<file path="src/core/i2cmbs_pkg.sv">
// constants and types shared by the stop-collision port logic
package i2cmbs_pkg;
    // register byte offsets on the apb bus
    localparam logic [7:0] ADDR_RELOAD = 8'h00;
    localparam logic [7:0] ADDR_BUFFER = 8'h04;
    localparam logic [7:0] ADDR_CTRL_ONE = 8'h08;
    localparam logic [7:0] ADDR_CTRL_TWO = 8'h0C;
    localparam logic [7:0] ADDR_STATUS = 8'h10;
    localparam logic [7:0] ADDR_IRQ_STATUS = 8'h14;
    localparam logic [7:0] ADDR_IRQ_ENABLE = 8'h18;
    localparam logic [7:0] ADDR_IRQ_CLEAR = 8'h1C;
    // field positions
    localparam int CTRL_ONE_WRITE_CLASH = 7;
    localparam int CTRL_ONE_EN = 5;
    localparam int CTRL_ONE_MODE_LSB = 0;
    localparam int CTRL_TWO_STOP = 2;
    localparam int STATUS_STOP_SEEN = 4;
    localparam int IRQ_PORT_EVENT = 0;
    localparam int IRQ_COLLISION = 1;
    // mode codes: two-wire master and spi master in control one bits 3:0
    localparam logic [3:0] MODE_I2C_MASTER = 4'h8;
    localparam logic [3:0] MODE_SPI_MASTER = 4'hA;
    localparam logic [7:0] RELOAD_RESET = 8'h00;
    localparam logic [1:0] QUARTER_LAST = 2'h3;
    // spi clock phases per byte: two per bit
    localparam logic [4:0] SPI_PHASE_COUNT = 5'h10;
    localparam logic [31:0] ZERO_WORD = 32'h0000_0000;
    // stop sequence states
    typedef enum logic [2:0] {
        I2CMB_IDLE,
        I2CMB_DRIVE_LOW,
        I2CMB_RELEASE_SCL,
        I2CMB_SCL_HIGH,
        I2CMB_SDA_UP,
        I2CMB_FINISH
    } i2cmb_stop_type;
endpackage

</file>
<file path="src/core/i2cmb_stop_port.sv">
// two-wire/spi master port: baud generation and stop-collision check
//
// How it works
// - stop drives sda low, then releases scl
// - scl high reloads counter, counts to zero
// - sda still low after expiry is collision
// - scl low before sda rises is collision
// - one counter times both master modes
// - spi buffer write starts counter from reload
// - counter stops after operation, clock holds
// - reload copies register twice per period
// - bus clock is osc over 8(reload+1)
// - collision sets flag, port goes idle
// - collision aborts stop, releases, clears request
// - good stop sets stop-seen then event
//
// The register addresses and the APB slave port were decided locally.
`timescale 1ns/100ps
module i2cmb_stop_port
    import i2cmbs_pkg::*;
#(
    parameter int RELOAD_WIDTH = 8
) (
    input wire logic SYS_CLK,
    input wire logic RST_N,
    input wire logic PSEL,
    input wire logic PENABLE,
    input wire logic PWRITE,
    input wire logic [7:0] PADDR,
    input wire logic [31:0] PWDATA,
    output logic [31:0] PRDATA,
    output logic PREADY,
    output logic PSLVERR,
    input wire logic SDA_IN,
    output logic SDA_OUT,
    output logic SDA_OE,
    input wire logic SCL_IN,
    output logic SCL_OUT,
    output logic SCL_OE,
    output logic SCK_OUT,
    output logic IRQ
);
    logic [RELOAD_WIDTH-1:0] baud_reload_register;
    logic [7:0] serial_data_buffer;
    logic [7:0] port_control_one;
    logic stop_request;
    logic stop_seen;
    logic [1:0] irq_status;
    logic [1:0] irq_enable;
    i2cmb_stop_type state;
    logic tick;
    logic expired;
    logic reload;
    logic run;
    logic spi_run;
    logic collision;
    logic stop_done;
    logic sda_low;
    logic scl_low;
    logic wr;
    logic rd;
    logic [3:0] mode;

    assign mode = port_control_one[CTRL_ONE_MODE_LSB +: 4];
    assign wr = PSEL && PENABLE && PWRITE;
    assign rd = PSEL && !PWRITE;

    i2cmb_quarter u_quarter (
        .clk(SYS_CLK),
        .rst_n(RST_N),
        .tick(tick)
    );

    i2cmb_baud_counter #(.WIDTH(RELOAD_WIDTH)) u_counter (
        .clk(SYS_CLK),
        .rst_n(RST_N),
        .tick(tick),
        .run(run),
        .reload(reload),
        .reload_value(baud_reload_register),
        .expired(expired)
    );

    function automatic logic is_addr(input logic [7:0] a, input logic [7:0] b);
        return a == b;
    endfunction

    // apb answers in the access cycle; offsets above the irq clear register raise pslverr
    always_ff @(posedge SYS_CLK or negedge RST_N) begin
        if (!RST_N) begin
            PREADY <= 1'b0;
            PSLVERR <= 1'b0;
        end else begin
            PREADY <= PSEL && !PENABLE;
            PSLVERR <= PSEL && !PENABLE && PADDR > ADDR_IRQ_CLEAR;
        end
    end

    // read data latched in the setup cycle, stable through access
    always_ff @(posedge SYS_CLK or negedge RST_N) begin
        if (!RST_N) begin
            PRDATA <= ZERO_WORD;
        end else if (rd && !PENABLE) begin
            PRDATA <= ZERO_WORD;
            if (is_addr(PADDR, ADDR_RELOAD))
                PRDATA[RELOAD_WIDTH-1:0] <= baud_reload_register;
            if (is_addr(PADDR, ADDR_BUFFER))
                PRDATA[7:0] <= serial_data_buffer;
            if (is_addr(PADDR, ADDR_CTRL_ONE))
                PRDATA[7:0] <= port_control_one;
            if (is_addr(PADDR, ADDR_CTRL_TWO))
                PRDATA[CTRL_TWO_STOP] <= stop_request;
            if (is_addr(PADDR, ADDR_STATUS))
                PRDATA[STATUS_STOP_SEEN] <= stop_seen;
            if (is_addr(PADDR, ADDR_IRQ_STATUS))
                PRDATA[1:0] <= irq_status;
            if (is_addr(PADDR, ADDR_IRQ_ENABLE))
                PRDATA[1:0] <= irq_enable;
        end
    end

    // configuration; write collision flag set by hardware, cleared by sw
    always_ff @(posedge SYS_CLK or negedge RST_N) begin
        if (!RST_N) begin
            baud_reload_register <= RELOAD_RESET;
            port_control_one <= 8'h00;
            irq_enable <= 2'h0;
        end else if (wr) begin
            if (is_addr(PADDR, ADDR_RELOAD))
                baud_reload_register <= PWDATA[RELOAD_WIDTH-1:0];
            if (is_addr(PADDR, ADDR_CTRL_ONE))
                port_control_one <= PWDATA[7:0];
            if (is_addr(PADDR, ADDR_IRQ_ENABLE))
                irq_enable <= PWDATA[1:0];
            // a buffer write while a stop runs is refused and flagged
            if (is_addr(PADDR, ADDR_BUFFER) && state != I2CMB_IDLE)
                port_control_one[CTRL_ONE_WRITE_CLASH] <= 1'b1;
        end
    end

    // buffer write is dropped while a stop sequence is busy
    always_ff @(posedge SYS_CLK or negedge RST_N) begin
        if (!RST_N) begin
            serial_data_buffer <= 8'h00;
        end else if (wr && is_addr(PADDR, ADDR_BUFFER)
                     && state == I2CMB_IDLE) begin
            serial_data_buffer <= PWDATA[7:0];
        end
    end

    // spi master clock: buffer write starts it, sixteen phases finish it
    logic [4:0] spi_phases;
    always_ff @(posedge SYS_CLK or negedge RST_N) begin
        if (!RST_N) begin
            spi_phases <= 5'h00;
            SCK_OUT <= 1'b0;
        end else if (mode != MODE_SPI_MASTER || !port_control_one[CTRL_ONE_EN]) begin
            spi_phases <= 5'h00;
        end else if (wr && is_addr(PADDR, ADDR_BUFFER)) begin
            spi_phases <= SPI_PHASE_COUNT;
        end else if (expired && spi_phases != 5'h00) begin
            spi_phases <= spi_phases - 5'h01;
            SCK_OUT <= !SCK_OUT;
        end
    end
    // when phases run out the clock pin keeps its last level
    assign spi_run = spi_phases != 5'h00;

    // one counter serves both modes; reload at start and each rollover but the last of a stop
    assign run = spi_run || (state == I2CMB_SCL_HIGH)
                 || (state == I2CMB_SDA_UP) || (state == I2CMB_FINISH);
    assign reload = (wr && is_addr(PADDR, ADDR_BUFFER)
                     && mode == MODE_SPI_MASTER)
                    || (expired && spi_run)
                    || (expired && (state == I2CMB_SCL_HIGH
                                    || state == I2CMB_SDA_UP))
                    || (state == I2CMB_RELEASE_SCL && SCL_IN);
    assign sda_low = !SDA_IN;
    assign scl_low = !SCL_IN;

    // stop sequence with collision watch
    always_ff @(posedge SYS_CLK or negedge RST_N) begin
        if (!RST_N) begin
            state <= I2CMB_IDLE;
            SDA_OE <= 1'b0;
            SCL_OE <= 1'b0;
            collision <= 1'b0;
            stop_done <= 1'b0;
        end else begin
            collision <= 1'b0;
            stop_done <= 1'b0;
            unique case (state)
                I2CMB_IDLE: begin
                    // request is still set the cycle after a collision
                    if (stop_request && !collision
                        && mode == MODE_I2C_MASTER) begin
                        state <= I2CMB_DRIVE_LOW;
                        SDA_OE <= 1'b1;
                        SCL_OE <= 1'b1;
                    end
                end
                I2CMB_DRIVE_LOW: begin
                    if (sda_low) begin
                        SCL_OE <= 1'b0;
                        state <= I2CMB_RELEASE_SCL;
                    end
                end
                I2CMB_RELEASE_SCL: begin
                    if (SCL_IN)
                        state <= I2CMB_SCL_HIGH;
                end
                I2CMB_SCL_HIGH: begin
                    if (scl_low) begin
                        collision <= 1'b1;
                        state <= I2CMB_IDLE;
                        SDA_OE <= 1'b0;
                    end else if (expired) begin
                        SDA_OE <= 1'b0;
                        state <= I2CMB_SDA_UP;
                    end
                end
                I2CMB_SDA_UP: begin
                    if (expired && sda_low) begin
                        collision <= 1'b1;
                        state <= I2CMB_IDLE;
                    end else if (scl_low && sda_low) begin
                        collision <= 1'b1;
                        state <= I2CMB_IDLE;
                    end else if (expired) begin
                        stop_done <= 1'b1;
                        state <= I2CMB_FINISH;
                    end
                end
                I2CMB_FINISH: begin
                    if (expired)
                        state <= I2CMB_IDLE;
                end
                default: state <= I2CMB_IDLE;
            endcase
        end
    end

    // each stop phase but the last reloads on expiry and lasts a full counter period;
    // the first may be up to three clocks short, as the tick runs free

    // stop request: sw sets, hw clears at finish or collision
    always_ff @(posedge SYS_CLK or negedge RST_N) begin
        if (!RST_N) begin
            stop_request <= 1'b0;
        end else if (collision) begin
            stop_request <= 1'b0;
        end else if (state == I2CMB_FINISH && expired) begin
            stop_request <= 1'b0;
        end else if (wr && is_addr(PADDR, ADDR_CTRL_TWO)
                     && PWDATA[CTRL_TWO_STOP]) begin
            stop_request <= 1'b1;
        end
    end

    // stop-seen bit cleared when the port is disabled or a new stop starts
    always_ff @(posedge SYS_CLK or negedge RST_N) begin
        if (!RST_N) begin
            stop_seen <= 1'b0;
        end else if (stop_done) begin
            stop_seen <= 1'b1;
        end else if (!port_control_one[CTRL_ONE_EN]
                     || state == I2CMB_DRIVE_LOW) begin
            stop_seen <= 1'b0;
        end
    end

    // sticky interrupt status; set beats a clear in the same cycle
    always_ff @(posedge SYS_CLK or negedge RST_N) begin
        if (!RST_N) begin
            irq_status <= 2'h0;
        end else begin
            if (wr && is_addr(PADDR, ADDR_IRQ_CLEAR))
                irq_status <= irq_status & ~PWDATA[1:0]
                              | {collision, state == I2CMB_FINISH && expired};
            else begin
                if (collision)
                    irq_status[IRQ_COLLISION] <= 1'b1;
                if (state == I2CMB_FINISH && expired)
                    irq_status[IRQ_PORT_EVENT] <= 1'b1;
            end
        end
    end

    always_ff @(posedge SYS_CLK or negedge RST_N) begin
        if (!RST_N)
            IRQ <= 1'b0;
        else
            IRQ <= |(irq_status & irq_enable);
    end

    // open-drain: only ever drive low
    always_ff @(posedge SYS_CLK or negedge RST_N) begin
        if (!RST_N) begin
            SDA_OUT <= 1'b0;
            SCL_OUT <= 1'b0;
        end else begin
            SDA_OUT <= 1'b0;
            SCL_OUT <= 1'b0;
        end
    end

    // sda released (oe low) yet low at counter expiry must flag collision
    chk_stop_sda_collision: assert property (
        @(posedge SYS_CLK) disable iff (!RST_N)
        (state == I2CMB_SDA_UP && expired && sda_low) |=> collision)
        else $error("sda low after expiry not flagged");
    chk_stop_scl_collision: assert property (
        @(posedge SYS_CLK) disable iff (!RST_N)
        (state == I2CMB_SCL_HIGH && scl_low) |=> collision && !SDA_OE)
        else $error("scl low before sda rise not flagged");
    chk_scl_release_order: assert property (
        @(posedge SYS_CLK) disable iff (!RST_N)
        $fell(SCL_OE) |-> $past(state) == I2CMB_DRIVE_LOW && SDA_OE)
        else $error("scl released before sda low");
    chk_collision_idle: assert property (
        @(posedge SYS_CLK) disable iff (!RST_N)
        collision |-> state == I2CMB_IDLE ##1 irq_status[IRQ_COLLISION])
        else $error("collision did not idle or flag");
    chk_collision_abort: assert property (
        @(posedge SYS_CLK) disable iff (!RST_N)
        collision |=> !stop_request && !SDA_OE && !SCL_OE)
        else $error("collision did not abort stop");
    chk_stop_seen_set: assert property (
        @(posedge SYS_CLK) disable iff (!RST_N)
        stop_done |=> stop_seen && state == I2CMB_FINISH)
        else $error("stop completion not reported");
    chk_stop_event_set: assert property (
        @(posedge SYS_CLK) disable iff (!RST_N)
        (state == I2CMB_FINISH && expired)
        |=> irq_status[IRQ_PORT_EVENT] && !stop_request)
        else $error("stop end did not raise event");
    chk_collision_stays_idle: assert property (
        @(posedge SYS_CLK) disable iff (!RST_N)
        collision |=> state == I2CMB_IDLE && !SDA_OE)
        else $error("stop restarted after collision");
    chk_reload_scl_high: assert property (
        @(posedge SYS_CLK) disable iff (!RST_N)
        (state == I2CMB_RELEASE_SCL && SCL_IN)
        |=> u_counter.count == baud_reload_register)
        else $error("no reload when scl high");
    chk_tick_rate: assert property (
        @(posedge SYS_CLK) disable iff (!RST_N)
        tick |=> !tick ##1 !tick ##1 !tick ##1 tick)
        else $error("counter step rate not one in four");
endmodule

</file>
<file path="src/core/i2cmb_quarter.sv">
// one-cycle enable at a quarter of the system clock (instruction rate)
`timescale 1ns/100ps
module i2cmb_quarter
    import i2cmbs_pkg::*;
(
    input wire logic clk,
    input wire logic rst_n,
    output logic tick
);
    logic [1:0] count;

    // free-running divide by four; tick on the last phase
    always_ff @(posedge clk or negedge rst_n) begin
        if (!rst_n) begin
            count <= 2'h0;
            tick <= 1'b0;
        end else begin
            count <= count + 2'h1;
            tick <= (count == QUARTER_LAST - 2'h1);
        end
    end
endmodule

</file>
<file path="src/core/i2cmb_baud_counter.sv">
// reloadable down-counter giving the bus clock phase length
`timescale 1ns/100ps
module i2cmb_baud_counter
    import i2cmbs_pkg::*;
#(
    parameter int WIDTH = 8
) (
    input wire logic clk,
    input wire logic rst_n,
    input wire logic tick,
    input wire logic run,
    input wire logic reload,
    input wire logic [WIDTH-1:0] reload_value,
    output logic expired
);
    logic [WIDTH-1:0] count;

    // load wins over counting; hold when not running
    always_ff @(posedge clk or negedge rst_n) begin
        if (!rst_n) begin
            count <= '0;
        end else if (reload) begin
            count <= reload_value;
        end else if (run && tick && count != '0) begin
            count <= count - 1'b1;
        end
    end

    // expiry must not look at reload: reload is built from expiry outside
    assign expired = run && tick && (count == '0);
endmodule

</file>
<file path="config.mk">
export PLATFORM = sky130hd
export DESIGN_NAME = i2cmb_stop_port
export DESIGN_NICKNAME = d
export VERILOG_FILES = /design/src/core/i2cmbs_pkg.sv /design/src/core/i2cmb_stop_port.sv /design/src/core/i2cmb_quarter.sv /design/src/core/i2cmb_baud_counter.sv
export SDC_FILE = /design/constraint.sdc
export NUM_CORES = 1
export LEC_CHECK = 0
export BUFFER_PORTS_ARGS = -buffer_cell sky130_fd_sc_hd__buf_2
export CAP_MARGIN = 20
export CORE_MARGIN = 2
export CORE_UTILIZATION = 23
export DETAILED_ROUTE_END_ITERATION = 8
export GPL_TIMING_DRIVEN = 0
export HOLD_SLACK_MARGIN = 0.05
export PLACE_DENSITY = 0.43
export SLEW_MARGIN = 10
export SYNTH_ARGS = -nofsm -noshare
export SYNTH_HDL_FRONTEND = slang
export SYNTH_SLANG_ARGS = --single-unit
</file>
<file path="constraint.sdc">
create_clock -name SYS_CLK -period 1.8 [get_ports SYS_CLK]
set_input_delay 0.18 -clock SYS_CLK [delete_from_list [all_inputs] [get_ports SYS_CLK]]
set_output_delay 0.18 -clock SYS_CLK [all_outputs]
set_load 0.01 [all_outputs]
</file>
* Yosys cells after proc, flatten, opt, wreduce, memory -nomap -nowiden
Index checks and enable logic that the tools add are counted.
** Operators by class
- Equality and inequality tests :: 22
- Add/subtract/negate cells :: 3
- Magnitude comparators :: 1
- Mux-type cells :: 46
- Bitwise logic cells :: 6
- Reduce and logical (&&, ||, !) cells :: 64
** Operators with widths (number)
- two-way mux 8 bit :: 6
- == test 8 x 5 -> 1 bit, second input constant :: 4
- two-way mux 3 bit :: 9
- logical AND 1 bit :: 24
- two-way mux 1 bit :: 21
- case mux 3 bit (6 select lines) :: 1
- == test 8 x 4 -> 1 bit, second input constant :: 2
- zero test 8 bit :: 2
- two-way mux 5 bit :: 3
- nonzero test 2 bit :: 7
- logical OR 1 bit :: 9
- AND reduction 3 bit :: 3
- nonzero test 3 bit :: 3
- == test 4 bit, second input constant :: 2
- == test 8 x 3 -> 1 bit, second input constant :: 1
- greater-than comparator 8 x 5 -> 1 bit, second input constant :: 1
- AND reduction 2 bit :: 4
- nonzero test 8 bit :: 1
- subtractor 8 x 1 -> 8 bit, second input constant :: 1
- zero test 1 bit :: 7
- == test 3 x 2 -> 1 bit, second input constant :: 2
- == test 3 bit, second input constant :: 2
- two-way mux 2 bit :: 3
- inequality test 2 bit, second input constant :: 3
- other kinds (17) :: 21
** Word-level totals
- Output and inout bits :: 40
- Bits in registers :: 65
- Input port bits :: 47

* Depth between registers and ports, before layout
Gate-level depths: netlist (run 1).
- Word-level depth :: 11
- Depth in mapped cells :: 8
- Gate-level depth less buffers :: 7

* Cells and area by module
A second synthesis (run 1) with hierarchy kept.
** Unflattened totals
- Cells, all modules :: 354
- Area total of the unflattened synthesis :: 3578.4 um2
** Modules (own cells, without submodules)
- i2cmb_stop_port :: sequential area each 1351.3 um2, area an instance 2921.6 um2, cells an instance 286, instances 1
- i2cmb_baud_counter :: sequential area each 200.2 um2, area an instance 561.8 um2, cells an instance 62, instances 1
- i2cmb_quarter :: sequential area each 75.1 um2, area an instance 95.1 um2, cells an instance 6, instances 1

* Worst setup path after synthesis (run 1)
Ideal clock, no wire load.
- Path type :: register to register
- From :: reg spi_phases[0]
- To :: reg u_counter.count[1]
- Cell stages (with the launch flop) :: 8
- Data required time :: 1675 ps
- Path slack :: -157 ps
- Arrival :: 1832 ps
- Path through :: dfrtp_1 -> inv_1 -> ha_1 -> or4b_4 -> nor3_4 -> or3b_4 -> mux2i_1 -> mux2_2
** Between the ends
- Cells in the longest elaborated chain, start to end :: 11
** RTL lines
- start, declared :: line i2cmb_stop_port.sv:152 : logic [4:0] spi_phases;
- start signal, assigned :: line i2cmb_stop_port.sv:162 : spi_phases <= spi_phases - 5'h01;
- nonzero test 5 bit * :: line i2cmb_stop_port.sv:167 : assign spi_run = spi_phases != 5'h00;
- logical OR 1 bit :: line i2cmb_stop_port.sv:170 : assign run = spi_run || (state == I2CMB_SCL_HIGH)
- logical OR 1 bit (2 in a row) :: line i2cmb_stop_port.sv:171 : || (state == I2CMB_SDA_UP) || (state == I2CMB_FINISH);
- logical AND 1 bit :: line i2cmb_baud_counter.sv:24, i2cmb_baud_counter.sv:30
- logical AND 1 bit :: line i2cmb_baud_counter.sv:30 : assign expired = run && tick && (count == '0);
- logical AND 1 bit :: line i2cmb_stop_port.sv:174 : || (expired && spi_run)
- logical OR 1 bit :: line i2cmb_stop_port.sv:174
- logical OR 1 bit :: line i2cmb_stop_port.sv:175 : || (expired && (state == I2CMB_SCL_HIGH
- logical OR 1 bit :: line i2cmb_stop_port.sv:177 : || (state == I2CMB_RELEASE_SCL && SCL_IN);
- two-way mux 8 bit or nonzero test 2 bit (tied branches)
- end signal, assigned :: line i2cmb_baud_counter.sv:23 : count <= reload_value;
- end signal, assigned :: line i2cmb_baud_counter.sv:25 : count <= count - 1'b1;
- end, declared :: line i2cmb_baud_counter.sv:16 : logic [WIDTH-1:0] count;
Every way passes the cells marked *; elsewhere a longest branch is shown, timed or not.
A chain may end at the register's enable or synchronous reset.

* Worst setup path in the final report (run 1)
Same ends and word-level chain as after synthesis.

==> results of run 1 <==
-- cells by family (layout without fill, tap and decap cells) --
logic type	Yosys count	after routing
buffers and inverters	45	115
xor gates and xnor gates	11	11
AOI/OAI and AO/OA	62	62
other	1	26
and+or+nand+nor	115	115
muxes	30	30
adders and majority gates	5	5
DFF	65	65
-- power by group through the flow --
stage          sequential [mW]  combinational (mW)  clock [mW]
2_1_floorplan             1.71               0.637           0
3_3_place_gp              1.73               0.914           0
3_5_place_dp              1.72               0.933           0
4_1_cts                   1.71                1.03        1.69
5_1_grt                   1.73                1.29        1.77
6_report                  1.71                1.17        1.64
-- path summary, 6_finish.rpt --
check | startpoint | end | depth (start not counted)
max in group asynchronous | RST_N | spi_phases[2] | 3
min | PWDATA[4] | serial_data_buffer[4] | 2
min reg2reg | u_quarter.count[0] | u_quarter.count[0] | 1
max reg2reg | spi_phases[0] | u_counter.count[1] | 7
max | spi_phases[0] | u_counter.count[1] | 7
min in group asynchronous | RST_N | u_quarter.tick | 2
-- layout make-up --
type                            count  area [um^2]
Fill cell                        1536        10100
Multi-Input combinational cell    249         1789
Sequential cell                    65         1627
Timing Repair Buffer               56        359.1
Buffer                             34        230.2
Tap cell                          184        230.2
Clock buffer                        9        225.2
Clock inverter                      7        53.80
Inverter                            9        33.78
-- cells in the mapped netlist (2+ instances only) --
master                     number  area, um^2
sky130_fd_sc_hd__dfrtp_1       65        1627
sky130_fd_sc_hd__nand2_1       30       112.6
sky130_fd_sc_hd__buf_4         26       195.2
sky130_fd_sc_hd__mux2_2        26       292.8
sky130_fd_sc_hd__nor2_1        25       93.84
sky130_fd_sc_hd__o21ai_0       17       85.08
sky130_fd_sc_hd__a21oi_1       16       80.08
sky130_fd_sc_hd__nor3_1        13       65.06
sky130_fd_sc_hd__xnor2_1       10       87.58
sky130_fd_sc_hd__inv_1          9       33.78
sky130_fd_sc_hd__nand3_1        9       45.04
sky130_fd_sc_hd__nand2b_1       7       43.79
sky130_fd_sc_hd__clkbuf_1       5       18.77
sky130_fd_sc_hd__ha_1           5       62.56
sky130_fd_sc_hd__a221oi_1       4       35.03
sky130_fd_sc_hd__and3_1         4       25.02
sky130_fd_sc_hd__nor4b_1        4       35.03
sky130_fd_sc_hd__o211ai_1       4       30.03
sky130_fd_sc_hd__a22oi_1        3       22.52
sky130_fd_sc_hd__buf_1          3       11.26
sky130_fd_sc_hd__mux2i_1        3       30.03
sky130_fd_sc_hd__a211oi_1       2       15.01
sky130_fd_sc_hd__a21o_1         2       15.01
sky130_fd_sc_hd__a22o_1         2       17.52
sky130_fd_sc_hd__a31oi_1        2       12.51
sky130_fd_sc_hd__buf_2          2       10.01
sky130_fd_sc_hd__nand4_1        2       12.51
sky130_fd_sc_hd__nor3b_1        2       15.01
sky130_fd_sc_hd__nor4_1         2       12.51
sky130_fd_sc_hd__nor4_4         2       42.54
sky130_fd_sc_hd__nor4bb_1       2       20.02
sky130_fd_sc_hd__o21a_1         2       15.01
sky130_fd_sc_hd__o31ai_1        2       15.01
-- flip-flops by register name, summed over array words and instances, names as in the netlist, 3 cells and up --
register and cells:
PRDATA 8, u_counter.count 8, state 3, spi_phases 5, baud_reload_register 8, serial_data_buffer 8
port_control_one 8
-- metrics by stage --
stage,power (mW),instance area (um^2),utilization (%),cells,setup TNS (ps)
2_1_floorplan,2.351,3562,-,359,-333.8
3_3_place_gp,2.641,3973,27.13,579,-16570
3_5_place_dp,2.655,4003,27.33,580,-17930
4_1_cts,4.427,4436,30.29,607,-1834
5_1_grt,4.784,4548,31.06,613,-2535
6_report,4.522,4548,31.06,613,-1061
-- layer usage --
metal	share of wire, %	vias up	global-route usage [%]
li1	-	1328	-
met5	0	-	0
met2	45	81	17.49
met1	48	1299	15.74
met4	1.7	0	3.878
met3	5.3	11	2.952
-- timing repair --
action                     CTS  global route
resized for setup           14            22
setup buffers               11             7
hold endpoints to repair    42             0
setup endpoints to repair   33            23
pin swaps                    9             4
hold buffers                 1             0
==> flow_metrics.env, run 1 <==
export IMPL_grt_antenna_before_repair=0
export IMPL_finalHoldViolations=0
export IMPL_type_of_the_tightest_min_delay_check="in2reg"
export IMPL_detail_route_first_pass_iterations=4
export IMPL_clock_skew_final_ps=6.340
export IMPL_combinational_family_with_the_most_area_after_synthesis="simple AND/OR/NAND/NOR gates"
export IMPL_setup_viol_count_final=13
export IMPL_cp_top_family="simple AND/OR/NAND/NOR gates"
export IMPL_post_drt_via_cell_ratio=4.436
export IMPL_groute_usage_overall_pct=11.44
export IMPL_worst_pin_slew_ps=761.2
export IMPL_crit_fanout=4
export IMPL_pwr_density_cell_nw_per_um2=994.4
export IMPL_slew_viol_final=0
export IMPL_worst_skew_pair_late_latency_ps=330
export IMPL_clk_path_buf_depth=2
export IMPL_dp_slack_ps=-584.8
export IMPL_overflow=0
export IMPL_violations="setup timing"
export IMPL_crit_path_cells="inv_2, ha_4, or4b_4, nor3_4, o211ai_4, buf_4, mux2_4"
export IMPL_reg2reg_slack_ps=-170
export IMPL_synth_async_sr_flop_share_pct=100.0
export IMPL_synthesized_area_divided_by_synthesized_cell_count_um2=10.38
export IMPL_grt_pass1_wl_um=14480
export IMPL_gp_congestion=0.8353
export IMPL_critical_path_class="reg2reg"
export IMPL_p_clk_share_pct=36.2
export IMPL_synthSimpleGateAreaFrac_pct=19.16
export IMPL_syn_instance_count=334
export IMPL_final_antenna_net_count=0
export IMPL_cpMaxStageDelayCell="sky130_fd_sc_hd__or4b_4"
export IMPL_most_common_cell_after_layout_fill_and_taps_aside="sky130_fd_sc_hd__dfrtp_1"
export IMPL_cts_buffers_inserted=9
export IMPL_rsz0062_at_grt="true"
export IMPL_synth_seq_cells=65
export IMPL_max_cap_violations=0
export IMPL_synth_warnings=0
export IMPL_num_io_pins=87
export IMPL_netlist_cell_type_count=55
export IMPL_run_status="finished, violations left"
export IMPL_ys_seq_area_share_pct=46.90
export IMPL_floorplan_initialDensity_pct=23.68
export IMPL_postSynth_topFlopCell="sky130_fd_sc_hd__dfrtp_1"
export IMPL_grt_max_degree=52
export IMPL_cts_tree="done"
export IMPL_numPortBuffers=36
export IMPL_synth_xor_area_share_pct=2.778
export IMPL_die_h_um=126.8
export IMPL_coreArea_um2=14640
export IMPL_area_growth_pct=31.13
export IMPL_final_layout_size_suffix_gt1_share_pct=36.13
export IMPL_cts_htree_levels=3
export IMPL_wirelength_um=9063
export IMPL_worst_slack_ps=-169.0
export IMPL_cp_start_kind="register"
export IMPL_netSwitchingPower_mw=1.480
export IMPL_layout_min_cycle_time_ps=1969
export IMPL_arrival_ps=2180
export IMPL_syn_cell_area_um2=3468
export IMPL_comb_power_share_pct=25.9
export IMPL_timing_final_crit_share_pct=109.4
export IMPL_synthAdderAreaFrac_pct=1.804
export IMPL_finish_net_count=476
export IMPL_placement_rows=44
export IMPL_final_cell_mix="sky130_fd_sc_hd__dfrtp_1, sky130_fd_sc_hd__buf_4, sky130_fd_sc_hd__buf_2"
export IMPL_drt_iter0_markers=125
export IMPL_worst_hold_slack_ps=113.8
export IMPL_clock_sink_count=65
export IMPL_leakage_nw=2.106
export IMPL_max_freq_ghz=0.5079
export IMPL_die_width_um=126.8
export IMPL_worst_path_buffer_plus_inverter_count=2
export IMPL_detailroute_via_count=2719
export IMPL_edff_count_synth=0
export IMPL_worst_ir_drop_vdd_mv=0.4335
export IMPL_synth_compound_area_share_pct=11.54
export IMPL_sw_frac_of_total_pct=32.73
export IMPL_crit_path_end_kind="register"
export IMPL_clock_transition_at_path_regs_ps=60
export IMPL_remaining_drc_errors=0
export IMPL_first_global_vias=2687
export IMPL_design_die_area_um2=16080
export IMPL_diodes=0
export IMPL_synth_mux_area_fraction_pct=9.957
export IMPL_cp_required_ps=2010
export IMPL_hpwl_um=6473
export IMPL_slew_headroom_pct=49.07
export IMPL_critical_path_max_stage_delay_ps=510
export IMPL_internal_power_contribution_mw=3.042
export IMPL_sequentialPowerShare_pct=37.8
export IMPL_cts_root_buffer_cell="sky130_fd_sc_hd__clkbuf_16"
export IMPL_post_drt_wl_per_cell_um=14.78
No activity file was read; power rests on OpenSTA's default activity.
==> run 2: changes to the inputs <==
--- a/config.mk
+++ b/config.mk
@@ -7,6 +7,7 @@
 export LEC_CHECK = 0
 export BUFFER_PORTS_ARGS = -buffer_cell sky130_fd_sc_hd__buf_2
 export CAP_MARGIN = 20
+export CORE_ASPECT_RATIO = 0.6
 export CORE_MARGIN = 2
 export CORE_UTILIZATION = 23
 export DETAILED_ROUTE_END_ITERATION = 8
==> run 2 against run 1 <==
Compared with the run above:
- the flow still finishes with violations (setup timing)
- wire length increased by 6.2%
- sequential power about the same
- utilization increased by 0.84 points
- flip-flop and latch count unchanged
- highest routed layer unchanged
- sequential share of layout area decreased by 0.79 points
- combinational power increased by 5%
- power increased by 3.0%
- global-route usage increased by 0.96 points
- worst setup slack improved by 14 ps
==> flow_metrics.env, run 2 (same netlist as run 1, synthesis figures left out) <==
export IMPL_worst_skew_pair_late_latency_ps=330
export IMPL_grt_antenna_before_repair=0
export IMPL_leakage_nw=2.144
export IMPL_detailroute_via_count=2794
export IMPL_crit_fanout=4
export IMPL_worst_slack_ps=-155.4
export IMPL_total_instance_count_after_detailed_placement=594
export IMPL_gp_congestion=0.8073
export IMPL_finish_net_count=479
export IMPL_wirelength_um=9621
export IMPL_crit_path_end_kind="register"
export IMPL_groute_usage_overall_pct=12.40
export IMPL_sw_frac_of_total_pct=31.19
export IMPL_slew_headroom_pct=46.48
export IMPL_arrival_ps=2170
export IMPL_pwr_density_cell_nw_per_um2=1001
export IMPL_cts_htree_levels=3
export IMPL_slew_viol_final=0
export IMPL_most_common_cell_after_layout_fill_and_taps_aside="sky130_fd_sc_hd__dfrtp_1"
export IMPL_final_cell_mix="sky130_fd_sc_hd__dfrtp_1, sky130_fd_sc_hd__buf_4, sky130_fd_sc_hd__buf_2"
export IMPL_detail_route_first_pass_iterations=4
export IMPL_clock_skew_final_ps=6.157
export IMPL_p_clk_share_pct=36.8
export IMPL_placement_rows=34
export IMPL_die_width_um=162.5
export IMPL_cp_start_kind="register"
export IMPL_diodes=0
export IMPL_timing_final_crit_share_pct=108.6
export IMPL_area_growth_pct=34.20
export IMPL_final_antenna_net_count=0
export IMPL_rsz0062_at_grt="true"
export IMPL_worst_pin_slew_ps=799.9
export IMPL_run_status="finished, violations left"
export IMPL_netSwitchingPower_mw=1.454
export IMPL_worst_ir_drop_vdd_mv=0.4172
export IMPL_numPortBuffers=36
export IMPL_max_freq_ghz=0.5114
export IMPL_post_drt_wl_per_cell_um=15.27
export IMPL_design_die_area_um2=16110
export IMPL_grt_pass1_wl_um=15110
export IMPL_max_cap_violations=0
export IMPL_violations="setup timing"
export IMPL_post_drt_via_cell_ratio=4.435
export IMPL_clock_sink_count=65
export IMPL_grt_max_degree=58
export IMPL_floorplan_initialDensity_pct=23.77
export IMPL_clock_transition_at_path_regs_ps=50
export IMPL_overflow=0
export IMPL_first_global_vias=2742
export IMPL_cp_required_ps=2020
export IMPL_sequentialPowerShare_pct=36.9
export IMPL_drt_iter0_markers=164
export IMPL_cts_tree="done"
export IMPL_type_of_the_tightest_min_delay_check="in2reg"
export IMPL_final_cell_count_no_fill=630
export IMPL_num_io_pins=87
export IMPL_clk_path_buf_depth=2
export IMPL_cts_root_buffer_cell="sky130_fd_sc_hd__clkbuf_16"
export IMPL_final_layout_size_suffix_gt1_share_pct=37.96
export IMPL_coreArea_um2=14590
export IMPL_setup_viol_count_final=11
export IMPL_internal_power_contribution_mw=3.207
export IMPL_comb_power_share_pct=26.3
export IMPL_layout_min_cycle_time_ps=1955
export IMPL_cts_buffers_inserted=9
export IMPL_die_h_um=99.12
export IMPL_critical_path_class="reg2reg"
export IMPL_finalHoldViolations=0
export IMPL_hpwl_um=7101
export IMPL_setup_tns_final_ps=-1131
export IMPL_remaining_drc_errors=0
==> run 2: changes by cell type in the layout (fill, tap and decap cells not counted), moves of 2 or more <==
cell	before	now
sky130_fd_sc_hd__inv_6	3	0
sky130_fd_sc_hd__clkinvlp_4	3	0
sky130_fd_sc_hd__buf_6	1	4
sky130_fd_sc_hd__clkbuf_8	0	4
sky130_fd_sc_hd__nor3_4	4	2
==> run 2: worst max-delay path, cell delays in order (launching register included) <==
cell and delay [ps]:
sky130_fd_sc_hd__dfrtp_1 390, sky130_fd_sc_hd__inv_2 80, sky130_fd_sc_hd__ha_4 110, sky130_fd_sc_hd__or4b_4 500, sky130_fd_sc_hd__nor3_4 150, sky130_fd_sc_hd__buf_4 150
sky130_fd_sc_hd__or3b_4 130, sky130_fd_sc_hd__mux2i_1 70, sky130_fd_sc_hd__mux2_2 250
==> run 2: cell type report <==
class | instances | area [um^2]
Buffer | 34 | 234.0
Clock buffer | 14 | 284.0
Clock inverter | 2 | 10.01
Fill cell | 1527 | 9937
Inverter | 9 | 33.78
Multi-Input combinational cell | 249 | 1815
Sequential cell | 65 | 1628
Tap cell | 198 | 247.7
Timing Repair Buffer | 59 | 401.6
==> run 2: path summary, 6_finish.rpt <==
path,startpoint,to,slack [ps],cells after the start
hold / removal,PWDATA[6],baud_reload_register[6],110,2
hold reg to reg,u_quarter.count[0],u_quarter.count[0],400,1
setup / recovery,spi_phases[1],u_counter.count[1],-160,8
max in group asynchronous,RST_N,SDA_OE,1060,3
min in group asynchronous,RST_N,PRDATA[5],220,2
setup reg to reg,spi_phases[1],u_counter.count[1],-160,8
==> run 2: per-layer routing <==
layer	vias to the layer above	global-route usage [%]	wire, um
met4	0	3.540	121
met2	62	16.01	3744
li1	1347	-	-
met1	1374	19.55	5113
met5	-	0	0
met3	11	3.503	641
==> run 2: through the flow <==
step	hold slack [ps]	setup slack (ps)	utilization, %	instance area, um^2	power [mW]
6_report	106.3	-155.4	31.90	4654	4.660
5_1_grt	116.1	-264.3	31.90	4654	4.917
4_1_cts	97.94	-212.6	30.96	4518	4.586
3_5_place_dp	26.99	-586.4	27.55	4020	2.686
3_3_place_gp	396.9	-561.2	27.35	3990	2.669
2_1_floorplan	-115.6	-156.6	-	3562	2.351
==> run 2: timing repair <==
| action | CTS | global route |
|---|---|---|
| cloned | 0 | 0 |
| setup buffers | 12 | 9 |
| hold buffers | 1 | 0 |
| hold endpoints to repair | 65 | 0 |
| pin swaps | 8 | 8 |
| setup endpoints to repair | 43 | 33 |
| resized for setup | 24 | 20 |
==> run 2: power by group through the flow <==
| stage | Combinational [mW] | Sequential [mW] | Clock, mW |
|---|---|---|---|
| finish | 1.23 | 1.72 | 1.71 |
| global route | 1.35 | 1.74 | 1.82 |
| CTS | 1.12 | 1.71 | 1.75 |
| detailed placement | 0.965 | 1.72 | 0 |
| global placement | 0.944 | 1.73 | 0 |
| floorplan | 0.637 | 1.71 | 0 |
==> run 3: changes to the inputs <==
--- a/config.mk
+++ b/config.mk
@@ -10,11 +10,13 @@
 export CORE_ASPECT_RATIO = 0.6
 export CORE_MARGIN = 2
 export CORE_UTILIZATION = 23
+export CTS_CLUSTER_SIZE = 40
 export DETAILED_ROUTE_END_ITERATION = 8
 export GPL_TIMING_DRIVEN = 0
 export HOLD_SLACK_MARGIN = 0.05
-export PLACE_DENSITY = 0.43
+export PLACE_DENSITY = 0.42
 export SLEW_MARGIN = 10
 export SYNTH_ARGS = -nofsm -noshare
 export SYNTH_HDL_FRONTEND = slang
+export SYNTH_HIERARCHICAL = 1
 export SYNTH_SLANG_ARGS = --single-unit
==> run 3 against run 2 <==
Compared with the run above:
- the run still ends with setup timing left
- critical endpoint is now u_counter/count[1]
- flip-flop and latch count is the same
- critical path depth grew 8
- global-route usage grew 0.43 points
- largest cell class unchanged
- sequential power grew 6%
- register-to-register slack lost 550 ps
- worst setup slack lost 550 ps
==> flow_metrics.env, run 3 <==
export IMPL_syn_instance_count=354
export IMPL_rsz0062_at_grt="true"
export IMPL_worst_ir_drop_vdd_mv=0.3709
export IMPL_finish_net_count=498
export IMPL_max_cap_violations=0
export IMPL_wirelength_um=10130
export IMPL_final_cell_mix="sky130_fd_sc_hd__dfrtp_1, sky130_fd_sc_hd__buf_4, sky130_fd_sc_hd__buf_2"
export IMPL_hpwl_um=7170
export IMPL_synth_largest_area_cell="sky130_fd_sc_hd__dfrtp_1"
export IMPL_die_h_um=100.6
export IMPL_most_common_cell_after_layout_fill_and_taps_aside="sky130_fd_sc_hd__dfrtp_1"
export IMPL_clock_transition_at_path_regs_ps=60
export IMPL_clock_skew_final_ps=8.419
export IMPL_grt_max_degree=53
export IMPL_placement_rows=35
export IMPL_first_global_vias=2767
export IMPL_pwr_density_cell_nw_per_um2=1049
export IMPL_detail_route_first_pass_iterations=4
export IMPL_ys_seq_area_share_pct=45.45
export IMPL_critical_path_class="reg2reg"
export IMPL_diodes=0
export IMPL_violations="setup timing"
export IMPL_setup_tns_final_ps=-13010
export IMPL_overflow=0
export IMPL_arrival_ps=2730
export IMPL_slew_viol_final=0
export IMPL_crit_fanout=10
export IMPL_groute_usage_overall_pct=12.83
export IMPL_synthesized_area_divided_by_synthesized_cell_count_um2=10.11
export IMPL_synth_most_common_cell="sky130_fd_sc_hd__dfrtp_1"
export IMPL_synth_top_area_share_pct=45.45
export IMPL_setup_viol_count_final=22
export IMPL_synth_async_sr_flop_share_pct=100.0
export IMPL_clock_sink_count=65
export IMPL_area_growth_pct=36.68
export IMPL_slew_headroom_pct=54.23
export IMPL_grt_pass1_wl_um=15890
export IMPL_worst_skew_pair_late_latency_ps=330
export IMPL_postSynth_topFlopCell="sky130_fd_sc_hd__dfrtp_1"
export IMPL_leakage_nw=2.263
export IMPL_remaining_drc_errors=0
export IMPL_cts_tree="done"
export IMPL_final_layout_size_suffix_gt1_share_pct=40.18
export IMPL_max_freq_ghz=0.3996
export IMPL_finalHoldViolations=0
export IMPL_floorplan_initialDensity_pct=23.41
export IMPL_coreArea_um2=15280
export IMPL_gp_congestion=0.7768
export IMPL_synth_seq_cells=65
export IMPL_worst_slack_ps=-702.6
export IMPL_drt_iter0_markers=174
export IMPL_layout_min_cycle_time_ps=2503
export IMPL_synth_top_cells_by_area="sky130_fd_sc_hd__dfrtp_1, sky130_fd_sc_hd__mux2_2, sky130_fd_sc_hd__buf_4"
export IMPL_synth_top_cells_by_count="sky130_fd_sc_hd__dfrtp_1, sky130_fd_sc_hd__nor2_1, sky130_fd_sc_hd__nand2_1"
export IMPL_grt_antenna_before_repair=0
export IMPL_post_drt_wl_per_cell_um=15.44
export IMPL_num_io_pins=87
export IMPL_cts_buffers_inserted=9
export IMPL_die_width_um=165.0
export IMPL_detailroute_via_count=2843
export IMPL_cp_start_kind="register"
export IMPL_netlist_cell_type_count=67
export IMPL_crit_path_end_kind="register"
export IMPL_design_die_area_um2=16610
export IMPL_finish_instance_area_um2=4891
export IMPL_timing_final_crit_share_pct=139.0
export IMPL_place_area_um2=4264
export IMPL_type_of_the_tightest_min_delay_check="in2reg"
export IMPL_cts_htree_levels=3
export IMPL_final_antenna_net_count=0
export IMPL_edff_count_synth=0
export IMPL_cts_root_buffer_cell="sky130_fd_sc_hd__clkbuf_16"
export IMPL_run_status="finished, violations left"
export IMPL_cp_required_ps=2030
export IMPL_worst_pin_slew_ps=684.8
export IMPL_dp_slack_ps=-1021
export IMPL_syn_cell_area_um2=3578
export IMPL_synth_warnings=6
export IMPL_clk_path_buf_depth=2
export IMPL_post_drt_via_cell_ratio=4.334
export IMPL_numPortBuffers=36
run 3: cell type report:
cell class / count / area [um^2]
well taps: 203 / 254.0
repair buffers: 59 / 404.1
clock buffers: 10 / 239.0
inverters: 18 / 67.56
multi-input cells: 257 / 1916
fillers: 1570 / 10390
clock inverters: 6 / 91.34
plain buffers: 38 / 290.3
flip-flops and latches: 65 / 1629
run 3: per-layer routing:
metal / track usage, % / up-vias / wire, um
li1: - / 1391 / -
met2: 17.18 / 49 / 4127
met5: 0 / - / 0
met4: 3.010 / 0 / 39
met1: 20.06 / 1398 / 5471
met3: 3.332 / 5 / 492
run 3: worst paths after layout:
kind / start / endpoint / slack, ps / cells past startpoint
setup / recovery: spi_phases[0] / u_counter/count[1] / -700 / 16
hold / removal: PWDATA[5] / serial_data_buffer[5] / 120 / 2
setup reg to reg: spi_phases[0] / u_counter/count[1] / -700 / 16
hold reg to reg: u_quarter/count[0] / u_quarter/count[0] / 410 / 1
max in group asynchronous: RST_N / state[0] / 1000 / 3
min in group asynchronous: RST_N / PREADY / 250 / 2
run 3: what timing repair did:
item	4_1_cts	5_1_grt
hold endpoints to repair	65	0
setup buffers	18	5
pin swaps	11	11
gates resized for setup	26	12
hold buffers	1	0
endpoints found under the setup margin	30	22
run 3: where the power goes:
| group | switching [mW] | internal, mW | total, mW |
|---|---|---|---|
| registers | 0.191 | 1.63 | 1.82 |
| logic | 0.702 | 0.683 | 1.38 |
| clock network | 0.678 | 1.25 | 1.93 |
| total | 1.57 | 3.56 | 5.13 |
run 3: cell families after synthesis:
logic type | after synthesis | share of synthesized area (%)
compound gates | 77 | 14.16
xor+xnor | 5 | 1.224
flops | 65 | 45.45
fa+ha+maj | 3 | 1.049
mux | 29 | 9.895
buf+inv | 57 | 9.090
other cells | 1 | 0.1048
simple gates | 117 | 19.02
run 3: through the flow:
stage          instances  power, mW  hold slack, ps  utilization (%)
2_1_floorplan        379      2.714          -115.6                -
3_5_place_dp         619      3.045           55.56            27.90
6_report             656      5.131           117.1            32.00
3_3_place_gp         618      3.028           396.1            27.70
4_1_cts              653      5.143           106.9            31.60
5_1_grt              656      5.422           114.7            32.00
run 3: worst max-delay path: stages, from the launching register on:
cell and delay, ps:
sky130_fd_sc_hd__dfrtp_1 360, sky130_fd_sc_hd__inv_1 50, sky130_fd_sc_hd__ha_2 180, sky130_fd_sc_hd__nor4b_4 130, sky130_fd_sc_hd__buf_6 140, sky130_fd_sc_hd__nand3_4 70
sky130_fd_sc_hd__nand3_4 60, sky130_fd_sc_hd__or3_4 350, sky130_fd_sc_hd__nor3b_4 260, sky130_fd_sc_hd__nand2_1 70, sky130_fd_sc_hd__o21ai_1 90, sky130_fd_sc_hd__a22oi_1 100
sky130_fd_sc_hd__nand2_1 120, sky130_fd_sc_hd__buf_8 140, sky130_fd_sc_hd__clkbuf_16 150, sky130_fd_sc_hd__nand2_2 60, sky130_fd_sc_hd__o311ai_2 70
